===== src/design/mia_regs.svh =====
// command codes, field limits and status words of the ip authentication link
`ifndef MIA_REGS_SVH
`define MIA_REGS_SVH
`define MIA_CLA 8'h80
`define MIA_INS 8'h80
`define MIA_P1_HA 8'h01
`define MIA_P1_HASH 8'h02
`define MIA_P1_AAA 8'h03
`define MIA_P2_FIRST 8'h00
`define MIA_P2_NEXT 8'h01
`define MIA_P2_SINGLE 8'h02
`define MIA_P2_LAST 8'h03
`define MIA_LE_NONE 8'h00
`define MIA_LE_AUTH 8'h10
`define MIA_HA_MAX 16'h00FE
`define MIA_HASH_MID_MAX 16'h00FF
`define MIA_HASH_LAST_MAX 16'h00F7
`define MIA_HASH_HDR 16'h0008
`define MIA_AAA_TAIL 16'h00ED
`define MIA_AAA_KEEP 16'h00EE
`define MIA_SW1_SEQ 8'h98
`define MIA_SW2_SEQ 8'h34
`define MIA_SW1_OK 8'h90
`define MIA_SW2_OK 8'h00
`define MIA_FIFO_DEPTH 4
`endif


===== src/design/mia_pkg.sv =====
// types shared by the ip authentication host controller
package mia_pkg;
	typedef enum logic [1:0] {
		OPT_HA = 2'h1,
		OPT_HASH = 2'h2,
		OPT_AAA = 2'h3
	} mia_opt_e;
	typedef enum logic [2:0] {
		SEQ_NONE = 3'b001,
		SEQ_HA = 3'b010,
		SEQ_HASH = 3'b100
	} mia_seq_e;
	typedef enum logic [1:0] {
		CODE_OK = 2'h0,
		CODE_SEQ = 2'h1,
		CODE_ORDER = 2'h2,
		CODE_CARD = 2'h3
	} mia_code_e;
	typedef struct packed {
		logic [7:0] cla;
		logic [7:0] ins;
		logic [7:0] p1;
		logic [7:0] p2;
		logic [7:0] lc;
		logic [7:0] le;
	} mia_cmd_s;
	typedef struct packed {
		mia_opt_e opt;
		logic [7:0] slot;
		logic [15:0] len;
	} mia_job_s;
	typedef struct packed {
		mia_code_e code;
		logic [7:0] sw1;
		logic [7:0] sw2;
	} mia_done_s;
	typedef struct packed {
		mia_cmd_s cmd;
		logic [15:0] take;
		logic last;
		logic slot;
	} mia_plan_s;
endpackage


===== src/design/mia_host.sv =====
// host controller issuing ip authentication commands to the identity card
//
// Functional notes
// chain home-agent data, at most 254 per block
// card flags home-agent chaining errors with 98 34
// class 80, instruction 80, parameter 1 = 01
// parameter 2 gives first, next, single, last
// home-agent expects 0 or 16 response bytes
// slot octet leads first and single blocks
// card picks home-agent secret from slot
// card answers 16 bytes only on end blocks
// card hashes secret, message, secret again
// card joins block data in arrival order
// hash defaults to md5, operator may change
// request hash: parameter 1 = 02, no response
// card flags hash chaining errors with 98 34
// end hash blocks append 8-byte extension header
// hash data: 255 mid, 247 end block
// card hashes request data, keeps result inside
// server auth: 03, 00, 16-byte answer
// server auth: slot octet then challenge bytes
// long challenge: top byte plus last 237
// card uses short challenge unpadded
// card hashes top byte, secret, hash, tail
// order: home-agent, hash, server auth
// sequence error drops partial state, restart
`timescale 1ns/10ps
`include "mia_regs.svh"
module mia_host
	import mia_pkg::*;
(
	input wire logic clock, // system clock
	input wire logic nrst, // async reset, low
	input wire logic job_valid, // user job request
	output logic job_ready, // controller idle
	input mia_job_s job, // option, slot, data length
	input wire logic in_valid, // user data byte valid
	output logic in_ready, // user data accepted
	input wire logic [7:0] in_data, // user data byte
	output logic out_valid, // authenticator byte valid
	output logic [7:0] out_data, // authenticator byte
	output logic done_valid, // job finished pulse
	output mia_done_s done, // job result
	output logic cmd_valid, // command header valid
	input wire logic cmd_ready, // card took header
	output mia_cmd_s cmd, // command header
	output logic tx_valid, // command data byte valid
	input wire logic tx_ready, // card took data byte
	output logic [7:0] tx_data, // command data byte
	input wire logic rsp_valid, // response byte from card
	input wire logic [7:0] rsp_data, // response byte
	input wire logic sw_valid, // status words from card
	input wire logic [7:0] sw1, // status word 1
	input wire logic [7:0] sw2 // status word 2
);
	typedef enum logic [5:0] {
		S_IDLE = 6'b000001,
		S_PLAN = 6'b000010,
		S_HDR = 6'b000100,
		S_DATA = 6'b001000,
		S_WAIT = 6'b010000,
		S_DRAIN = 6'b100000
	} mia_state_e;

	mia_state_e state_q;
	mia_seq_e seq_q;
	mia_opt_e opt_q;
	mia_cmd_s cmd_q;
	mia_done_s done_q;
	mia_plan_s plan;
	logic [7:0] slot_q;
	logic [15:0] len_q;
	logic [15:0] rem_q;
	logic [15:0] take_q;
	logic [15:0] cnt_q;
	logic [15:0] drain_q;
	logic first_q;
	logic last_q;
	logic slot_pend_q;
	logic done_valid_q;
	logic out_valid_q;
	logic [7:0] out_data_q;
	logic f_valid;
	logic f_ready;
	logic [7:0] f_data;

	////////////////////////////////////////////////////////////////////////
	// user data buffer and block planning

	mia_fifo #(
		.WIDTH(8),
		.DEPTH(`MIA_FIFO_DEPTH)
	) u_fifo (
		.clock(clock),
		.nrst(nrst),
		.in_valid(in_valid),
		.in_ready(in_ready),
		.in_data(in_data),
		.out_valid(f_valid),
		.out_ready(f_ready),
		.out_data(f_data)
	);

	mia_block_plan u_plan (
		.opt(opt_q),
		.first(first_q),
		.rem(rem_q),
		.plan(plan)
	);

	////////////////////////////////////////////////////////////////////////
	// decode

	wire in_data_st = state_q == S_DATA;
	wire blk_end = !slot_pend_q && cnt_q == take_q;
	wire [15:0] aaa_cut = (len_q > `MIA_AAA_KEEP) ?
		16'(len_q - `MIA_AAA_TAIL) : 16'h0000;
	// middle of an over-long challenge is read and thrown away
	wire drop = opt_q == OPT_AAA && cnt_q != 16'h0000 && cnt_q < aaa_cut;
	wire data_pop = in_data_st && !slot_pend_q && !blk_end &&
		(drop || tx_ready);
	wire drain_pop = state_q == S_DRAIN && drain_q != 16'h0000;
	wire consume = f_ready && f_valid;
	wire sw_seq = sw1 == `MIA_SW1_SEQ && sw2 == `MIA_SW2_SEQ;
	wire sw_ok = sw1 == `MIA_SW1_OK && sw2 == `MIA_SW2_OK;
	wire job_fire = job_valid && job_ready;
	wire job_legal = job.opt == OPT_HA ||
		(job.opt == OPT_HASH && seq_q != SEQ_NONE) ||
		(job.opt == OPT_AAA && seq_q == SEQ_HASH);
	wire [15:0] job_bytes = (job.opt == OPT_HASH) ?
		16'(job.len + `MIA_HASH_HDR) : job.len;
	wire [15:0] left_bytes = (opt_q == OPT_HASH && !last_q) ?
		16'(rem_q + `MIA_HASH_HDR) : rem_q;
	wire ok_end = state_q == S_WAIT && sw_valid && sw_ok && last_q;

	assign job_ready = state_q == S_IDLE;
	assign cmd_valid = state_q == S_HDR;
	assign cmd = cmd_q;
	assign tx_valid = in_data_st && (slot_pend_q || (f_valid && !drop &&
		!blk_end));
	assign tx_data = slot_pend_q ? slot_q : f_data;
	assign f_ready = data_pop || drain_pop;
	assign done_valid = done_valid_q;
	assign done = done_q;
	assign out_valid = out_valid_q;
	assign out_data = out_data_q;

	////////////////////////////////////////////////////////////////////////
	// sequencer

	always_ff @(posedge clock or negedge nrst) begin
		if (!nrst) begin
			state_q <= S_IDLE;
			seq_q <= SEQ_NONE;
			opt_q <= OPT_HA;
			slot_q <= 8'h00;
			len_q <= 16'h0000;
			rem_q <= 16'h0000;
			first_q <= 1'b1;
			drain_q <= 16'h0000;
			done_q <= '0;
		end else begin
			case (state_q)
				S_IDLE: begin
					if (job_fire) begin
						opt_q <= job.opt;
						slot_q <= job.slot;
						len_q <= job.len;
						rem_q <= job.len;
						first_q <= 1'b1;
						drain_q <= job_bytes;
						done_q.code <= job_legal ? CODE_OK : CODE_ORDER;
						state_q <= job_legal ? S_PLAN : S_DRAIN;
					end
				end
				S_PLAN: begin
					state_q <= S_HDR;
				end
				S_HDR: begin
					if (cmd_ready) begin
						rem_q <= last_q ? 16'h0000 : 16'(rem_q - take_q);
						state_q <= S_DATA;
					end
				end
				S_DATA: begin
					if (blk_end) begin
						state_q <= S_WAIT;
					end
				end
				S_WAIT: begin
					if (sw_valid) begin
						done_q.sw1 <= sw1;
						done_q.sw2 <= sw2;
						drain_q <= left_bytes;
						if (sw_ok && !last_q) begin
							first_q <= 1'b0;
							state_q <= S_PLAN;
						end else if (sw_ok) begin
							state_q <= S_IDLE;
							seq_q <= (opt_q == OPT_HA) ? SEQ_HA :
								(opt_q == OPT_HASH) ? SEQ_HASH : SEQ_NONE;
						end else begin
							// partial chain is abandoned, user stream kept aligned
							done_q.code <= sw_seq ? CODE_SEQ : CODE_CARD;
							seq_q <= SEQ_NONE;
							state_q <= S_DRAIN;
						end
					end
				end
				S_DRAIN: begin
					if (drain_q == 16'h0000) begin
						state_q <= S_IDLE;
					end else if (consume) begin
						drain_q <= 16'(drain_q - 16'h0001);
					end
				end
				default: begin
					state_q <= S_IDLE;
				end
			endcase
		end
	end

	always_ff @(posedge clock or negedge nrst) begin
		if (!nrst) begin
			cmd_q <= '0;
			take_q <= 16'h0000;
			last_q <= 1'b0;
			slot_pend_q <= 1'b0;
			cnt_q <= 16'h0000;
		end else if (state_q == S_PLAN) begin
			cmd_q <= plan.cmd;
			take_q <= plan.take;
			last_q <= plan.last;
			slot_pend_q <= plan.slot;
			cnt_q <= 16'h0000;
		end else if (in_data_st) begin
			if (slot_pend_q && tx_ready) begin
				slot_pend_q <= 1'b0;
			end
			if (data_pop && f_valid) begin
				cnt_q <= 16'(cnt_q + 16'h0001);
			end
		end
	end

	always_ff @(posedge clock or negedge nrst) begin
		if (!nrst) begin
			out_valid_q <= 1'b0;
			out_data_q <= 8'h00;
			done_valid_q <= 1'b0;
		end else begin
			out_valid_q <= state_q == S_WAIT && rsp_valid;
			if (state_q == S_WAIT && rsp_valid) begin
				out_data_q <= rsp_data;
			end
			done_valid_q <= ok_end ||
				(state_q == S_DRAIN && drain_q == 16'h0000);
		end
	end

	wire cmd_fire = cmd_valid && cmd_ready;
endmodule


===== src/design/mia_fifo.sv =====
// small synchronous fifo with valid and ready on both sides
`timescale 1ns/10ps
module mia_fifo #(
	parameter int WIDTH = 8,
	parameter int DEPTH = 4
) (
	input wire logic clock, // system clock
	input wire logic nrst, // async reset, low
	input wire logic in_valid, // write request
	output logic in_ready, // not full
	input wire logic [WIDTH-1:0] in_data, // write data
	output logic out_valid, // not empty
	input wire logic out_ready, // read request
	output logic [WIDTH-1:0] out_data // head word
);
	localparam int AW = (DEPTH > 1) ? $clog2(DEPTH) : 1;
	logic [WIDTH-1:0] mem_q [DEPTH];
	logic [AW-1:0] wp_q;
	logic [AW-1:0] rp_q;
	logic [AW:0] cnt_q;
	wire push = in_valid && in_ready;
	wire pop = out_valid && out_ready;
	assign in_ready = cnt_q != (AW+1)'(DEPTH);
	assign out_valid = cnt_q != '0;
	assign out_data = mem_q[rp_q];

	function automatic logic [AW-1:0] bump(input logic [AW-1:0] p);
		bump = (p == AW'(DEPTH - 1)) ? '0 : AW'(p + 1'b1);
	endfunction

	always_ff @(posedge clock) begin
		if (push) begin
			mem_q[wp_q] <= in_data;
		end
	end

	always_ff @(posedge clock or negedge nrst) begin
		if (!nrst) begin
			wp_q <= '0;
			rp_q <= '0;
			cnt_q <= '0;
		end else begin
			if (push) begin
				wp_q <= bump(wp_q);
			end
			if (pop) begin
				rp_q <= bump(rp_q);
			end
			cnt_q <= cnt_q + (AW+1)'(push) - (AW+1)'(pop);
		end
	end
endmodule


===== src/design/mia_block_plan.sv =====
// works out the header and byte count of the next command block
`timescale 1ns/10ps
`include "mia_regs.svh"
module mia_block_plan
	import mia_pkg::*;
(
	input mia_opt_e opt, // option of the running job
	input wire logic first, // no block sent yet
	input wire logic [15:0] rem, // user bytes still to send
	output mia_plan_s plan // header and block size
);
	wire ha_last = rem <= `MIA_HA_MAX;
	wire hs_last = rem <= `MIA_HASH_LAST_MAX;
	wire aaa_cut = rem >= `MIA_AAA_KEEP;
	wire [15:0] ha_take = ha_last ? rem : `MIA_HA_MAX;
	wire [15:0] hs_mid = (rem >= `MIA_HASH_MID_MAX) ? `MIA_HASH_MID_MAX : rem;
	wire [15:0] hs_take = hs_last ? 16'(rem + `MIA_HASH_HDR) : hs_mid;
	wire [15:0] aaa_lc = aaa_cut ? 16'(`MIA_AAA_KEEP + 16'h0001) :
		16'(rem + 16'h0001);
	wire last = (opt == OPT_AAA) || (opt == OPT_HA ? ha_last : hs_last);
	wire [7:0] p2_chain = first ? (last ? `MIA_P2_SINGLE : `MIA_P2_FIRST) :
		(last ? `MIA_P2_LAST : `MIA_P2_NEXT);

	assign plan.cmd.cla = `MIA_CLA;
	assign plan.cmd.ins = `MIA_INS;
	assign plan.cmd.p1 = (opt == OPT_HA) ? `MIA_P1_HA :
		(opt == OPT_HASH) ? `MIA_P1_HASH : `MIA_P1_AAA;
	assign plan.cmd.p2 = (opt == OPT_AAA) ? `MIA_P2_FIRST : p2_chain;
	// slot octet leads first and single blocks
	assign plan.cmd.lc = (opt == OPT_HA) ? 8'(ha_take + 16'(first)) :
		(opt == OPT_HASH) ? hs_take[7:0] : aaa_lc[7:0];
	assign plan.cmd.le = ((opt == OPT_HA && last) || opt == OPT_AAA) ?
		`MIA_LE_AUTH : `MIA_LE_NONE;
	assign plan.take = (opt == OPT_HA) ? ha_take :
		(opt == OPT_HASH) ? hs_take : rem;
	assign plan.last = last;
	assign plan.slot = first && (opt != OPT_HASH);
endmodule


===== config.mk =====
export PLATFORM = sky130hd
export DESIGN_NAME = mia_host
export DESIGN_NICKNAME = d
export VERILOG_FILES = /design/src/design/mia_pkg.sv /design/src/design/mia_host.sv /design/src/design/mia_fifo.sv /design/src/design/mia_block_plan.sv
export VERILOG_INCLUDE_DIRS = /design/src /design/src/design
export SDC_FILE = /design/constraint.sdc
export NUM_CORES = 1
export LEC_CHECK = 0
export ABC_AREA = 1
export BUFFER_PORTS_ARGS = -buffer_cell sky130_fd_sc_hd__buf_4
export CORE_MARGIN = 1.5
export CORE_UTILIZATION = 40
export DETAILED_ROUTE_END_ITERATION = 10
export RECOVER_POWER = 50
export SLEW_MARGIN = 5
export SYNTH_ARGS = -nofsm -noshare
export SYNTH_HDL_FRONTEND = slang
export SYNTH_SLANG_ARGS = --single-unit
export TNS_END_PERCENT = 1

===== constraint.sdc =====
create_clock -name clock -period 4.9 [get_ports clock]
set_input_delay 0.98 -clock clock [delete_from_list [all_inputs] [get_ports clock]]
set_output_delay 0.98 -clock clock [all_outputs]
set_load 0.01 [all_outputs]

==> run_results.csv <==
group,metric,value,unit
synth,yosys_warnings,0,
power_and_ir_drop,switching_share,46.3,%
power_and_ir_drop,pwr-share-comb,47.9,%
synth,ys.flop_type,"dfrtp_1",
sta,drv_slew,166,
final_layout,nNetsFinal,1738,
grt,grt_pass1_vias,10200,
sta,holdWs,0.485,ns
cts,cts_hold_buf,0,
min_path,hold_class,"reg2reg",
power_and_ir_drop,clkPwrFrac,18.6,%
drt,firstDrtPassIters,6,
floorplan,die_y,174,um
setup_path,critPathKind,"reg2out",
synth,synth.most_common_cell,"nand2_1",
sta,grt_setup_unrepaired,"false",
cts,cts_resized,0,
drt,vias_per_cell,5.26,
drt,postRouteAntennaNets,0,
synth,yosys.area_share.simple,24.8,%
final_layout,layoutNonFillerInstCount,2014,
synth,synth-seq-cells,183,
power_and_ir_drop,switching_power,3540,uW
cts,cts_buffer_depth,2,
sta,hold_viol_final,0,
drt,vias,10600,
setup_path,rrSetupSlack,0.60,ns
sta,finalSetupTns,0,ns
sta,worst_slack,0.521,ns
sta,fmax,0.228,GHz
power_and_ir_drop,p_leak,0.00635,uW
power_and_ir_drop,ir_worst_vdd,270,uV
synth,synthAdderAreaFrac,6.01,%
grt,grt_pass1_wl,54800,um
grt,antenna_found_initial,0,
final_layout,syn_to_final_growth,14.0,%
synth,yosysTopAreaCellShare,31.5,%
floorplan,boundaryPins,154,
drt,wl,34000,um
setup_path,cp.required,3.92,ns
cts,cts_root_buf,"clkbuf_16",
place,place_inst,1982,
drt,drtIter0Drc,918,
synth,synth_top_cell_by_area,"dfrtp_1",
synth,synth_top_cells_by_count,"320 x nand2_1, 185 x inv_1, 147 x dfrtp_1, 147 x nor2_1, 127 x o21ai_0",
place,portBuffers,120,
cts,worstSkewPairLatency,0.44,ns
power_and_ir_drop,p_int,4090,uW
synth,ys_types,58,
sta,fin_crit_sh,89.4,%
synth,synth_seq_area_share,40.6,%
cts,cts.sinks,183,
cts,path_clk_slew,0.08,ns
floorplan,die_w,174,um
floorplan,fp-row-count,62,
floorplan,initial_core_util,40.7,%
status,violations,"capacitance limit, slew limit",
setup_path,worstSetupEndpointType,"output pin",
cts,cts_tree,"built",
grt,grt_max_degree,100,
final_layout,diodes,0,
sta,tightest_slew,2.68,ns
power_and_ir_drop,p_seq_share,33.5,%
synth,synth_edf_count,32,
drt,wl_per_cell,16.9,um
job,cap_viol_max_count,3,
setup_path,path_max_fanout,4,
synth,async_reset_ff_share,82.5,%
synth,synthXorXnorAreaFrac,3.07,%
sta,finalSetupViolations,0,
power_and_ir_drop,powerDensity,572,nW/um^2
grt,grt_usage,22.8,%
synth,synth_compound_area_share,15.1,%
place,finalWeightedCongestion,0.889,
final_layout,post-route-util,46.5,%
synth,syn_avg_cell_area,7.70,um^2
setup_path,cp-start-kind,"flip-flop",
final_layout,drive_gt1_share,12.1,%
place,dpl_worst_slack,0.787,ns
cts,cts_setup_buffers,0,
cts,cts_buffers,17,
drt,remaining_drc_errors,0,
setup_path,arrival,3.40,ns
place,hpwl,25400,um
cts,ctsHtreeMaxLevel,4,
floorplan,design.die.area,30300,um^2
sta,skew,0.0139,ns
status,status,"finished with violations",
floorplan,core,28700,um^2
synth,synth_mux_area_share,0,%
synth,syn_area,11700,um^2
sta,timing.slew.headroom,-78.9,%
sta,period_needed,4.38,ns
synth,synth.area.top_cells,"dfrtp_1 31%, nand2_1 10%, edfxtp_1 8.2%, inv_1 5.9%, ha_1 5.7%",
synth,synthCells,1518,
grt,grt_overflow,0,
synth,synth_top_family_by_area,"simple AND/OR/NAND/NOR gates",
worst max-delay path, stage by stage, from the launching register on:
cell and delay, ns:
dfrtp_1 0.39, inv_1 0.08, ha_1 0.18, inv_1 0.08, nand3_1 0.12, a21oi_1 0.20
inv_1 0.06, nor2_1 0.15, nand2_1 0.11, inv_1 0.09, nor2_1 0.08, inv_1 0.07
nand2_1 0.04, o21ai_0 0.08, nand2_1 0.08, ha_1 0.27, nand2_1 0.06, o21ai_0 0.16
nand2_1 0.06, nand4_1 0.08, nor2_1 0.05, nand2_2 0.11, nand3_1 0.08, a21oi_1 0.13
buf_4 0.16
per-layer routing:
| metal | up-vias | GRT usage, % | wire length (um) |
|---|---|---|---|
| li1 | 5195 | - | - |
| met4 | 0 | 7.15 | 864 |
| met2 | 351 | 38.1 | 16000 |
| met5 | - | 0 | 0 |
| met1 | 4990 | 30.1 | 15000 |
| met3 | 49 | 3.89 | 2050 |
flip-flops by register name, summed over array words and instances, names as in the netlist, 14 cells and up:
name and count:
drain_q 16, take_q 16, u_fifo.mem_q 32, cnt_q 16
len_q 16, done 18, cmd 14, rem_q 16
cell usage in the layout, fill, tap and decap left out, types with 7 or more instances in the layout:
cell | Yosys | final
xor2_1 | 26 | 26
edfxtp_1 | 32 | 32
nand3_1 | 98 | 98
o221ai_1 | 10 | 10
a22oi_1 | 14 | 14
nor2_2 | 7 | 8
nor3_1 | 26 | 26
nor2_1 | 147 | 146
or2_2 | 13 | 13
ha_1 | 53 | 53
o211ai_1 | 17 | 17
nand2_1 | 320 | 320
clkbuf_16 | 0 | 17
xnor2_1 | 15 | 15
nand4_1 | 17 | 17
o21ai_0 | 127 | 127
inv_1 | 185 | 185
a31oi_1 | 12 | 12
conb_1 | 1 | 33
o21ai_1 | 11 | 11
inv_2 | 8 | 8
a21oi_1 | 63 | 63
o31ai_1 | 7 | 7
clkbuf_1 | 31 | 12
dfrtp_1 | 147 | 147
nor4_1 | 14 | 14
buf_4 | 39 | 116
area by class of cell:
type,instances,area (um^2)
inverter,197,739
tap,384,480
sequential,183,4740
multi-input combinational,1090,5860
fill,2891,15400
timing repair buffer,128,917
clock inverter,14,160
clock buffer,18,429
path summary, 6_finish.rpt:
path | depth (start not counted) | end | from
setup / recovery | 24 | tx_valid | len_q[1]
hold / removal | 2 | slot_q[1] | slot_q[1]
setup reg to reg | 8 | cnt_q[8] | state_q[5]
hold reg to reg | 2 | slot_q[1] | slot_q[1]
max in group asynchronous | 2 | take_q[2] | nrst
min in group asynchronous | 1 | cmd[39] | nrst
power groups by stage:
stage	sequential [uW]	combinational [uW]	clock [uW]
after floorplan	2410	2710	0
after global placement	2570	3590	0
after detailed placement	2570	3650	0
after CTS	2550	3660	1440
after global routing	2630	4190	1510
final	2550	3660	1420
logic make-up (layout without fill, tap and decap cells):
group           count (synthesis)  count (layout)
simple gates                  661             661
flops                         183             183
compound gates                300             300
fa+ha+maj                      55              55
buf+inv                       277             357
xor+xnor                       41              41
other cells                     1              33
metrics by stage:
stage	area, um^2	power, uW
2_1_floorplan	11800	5120
3_3_place_gp	12800	6160
3_5_place_dp	12800	6220
4_1_cts	13400	7650
5_1_grt	13300	8330
6_report	13300	7630
No activity file was read; power rests on OpenSTA's default activity.
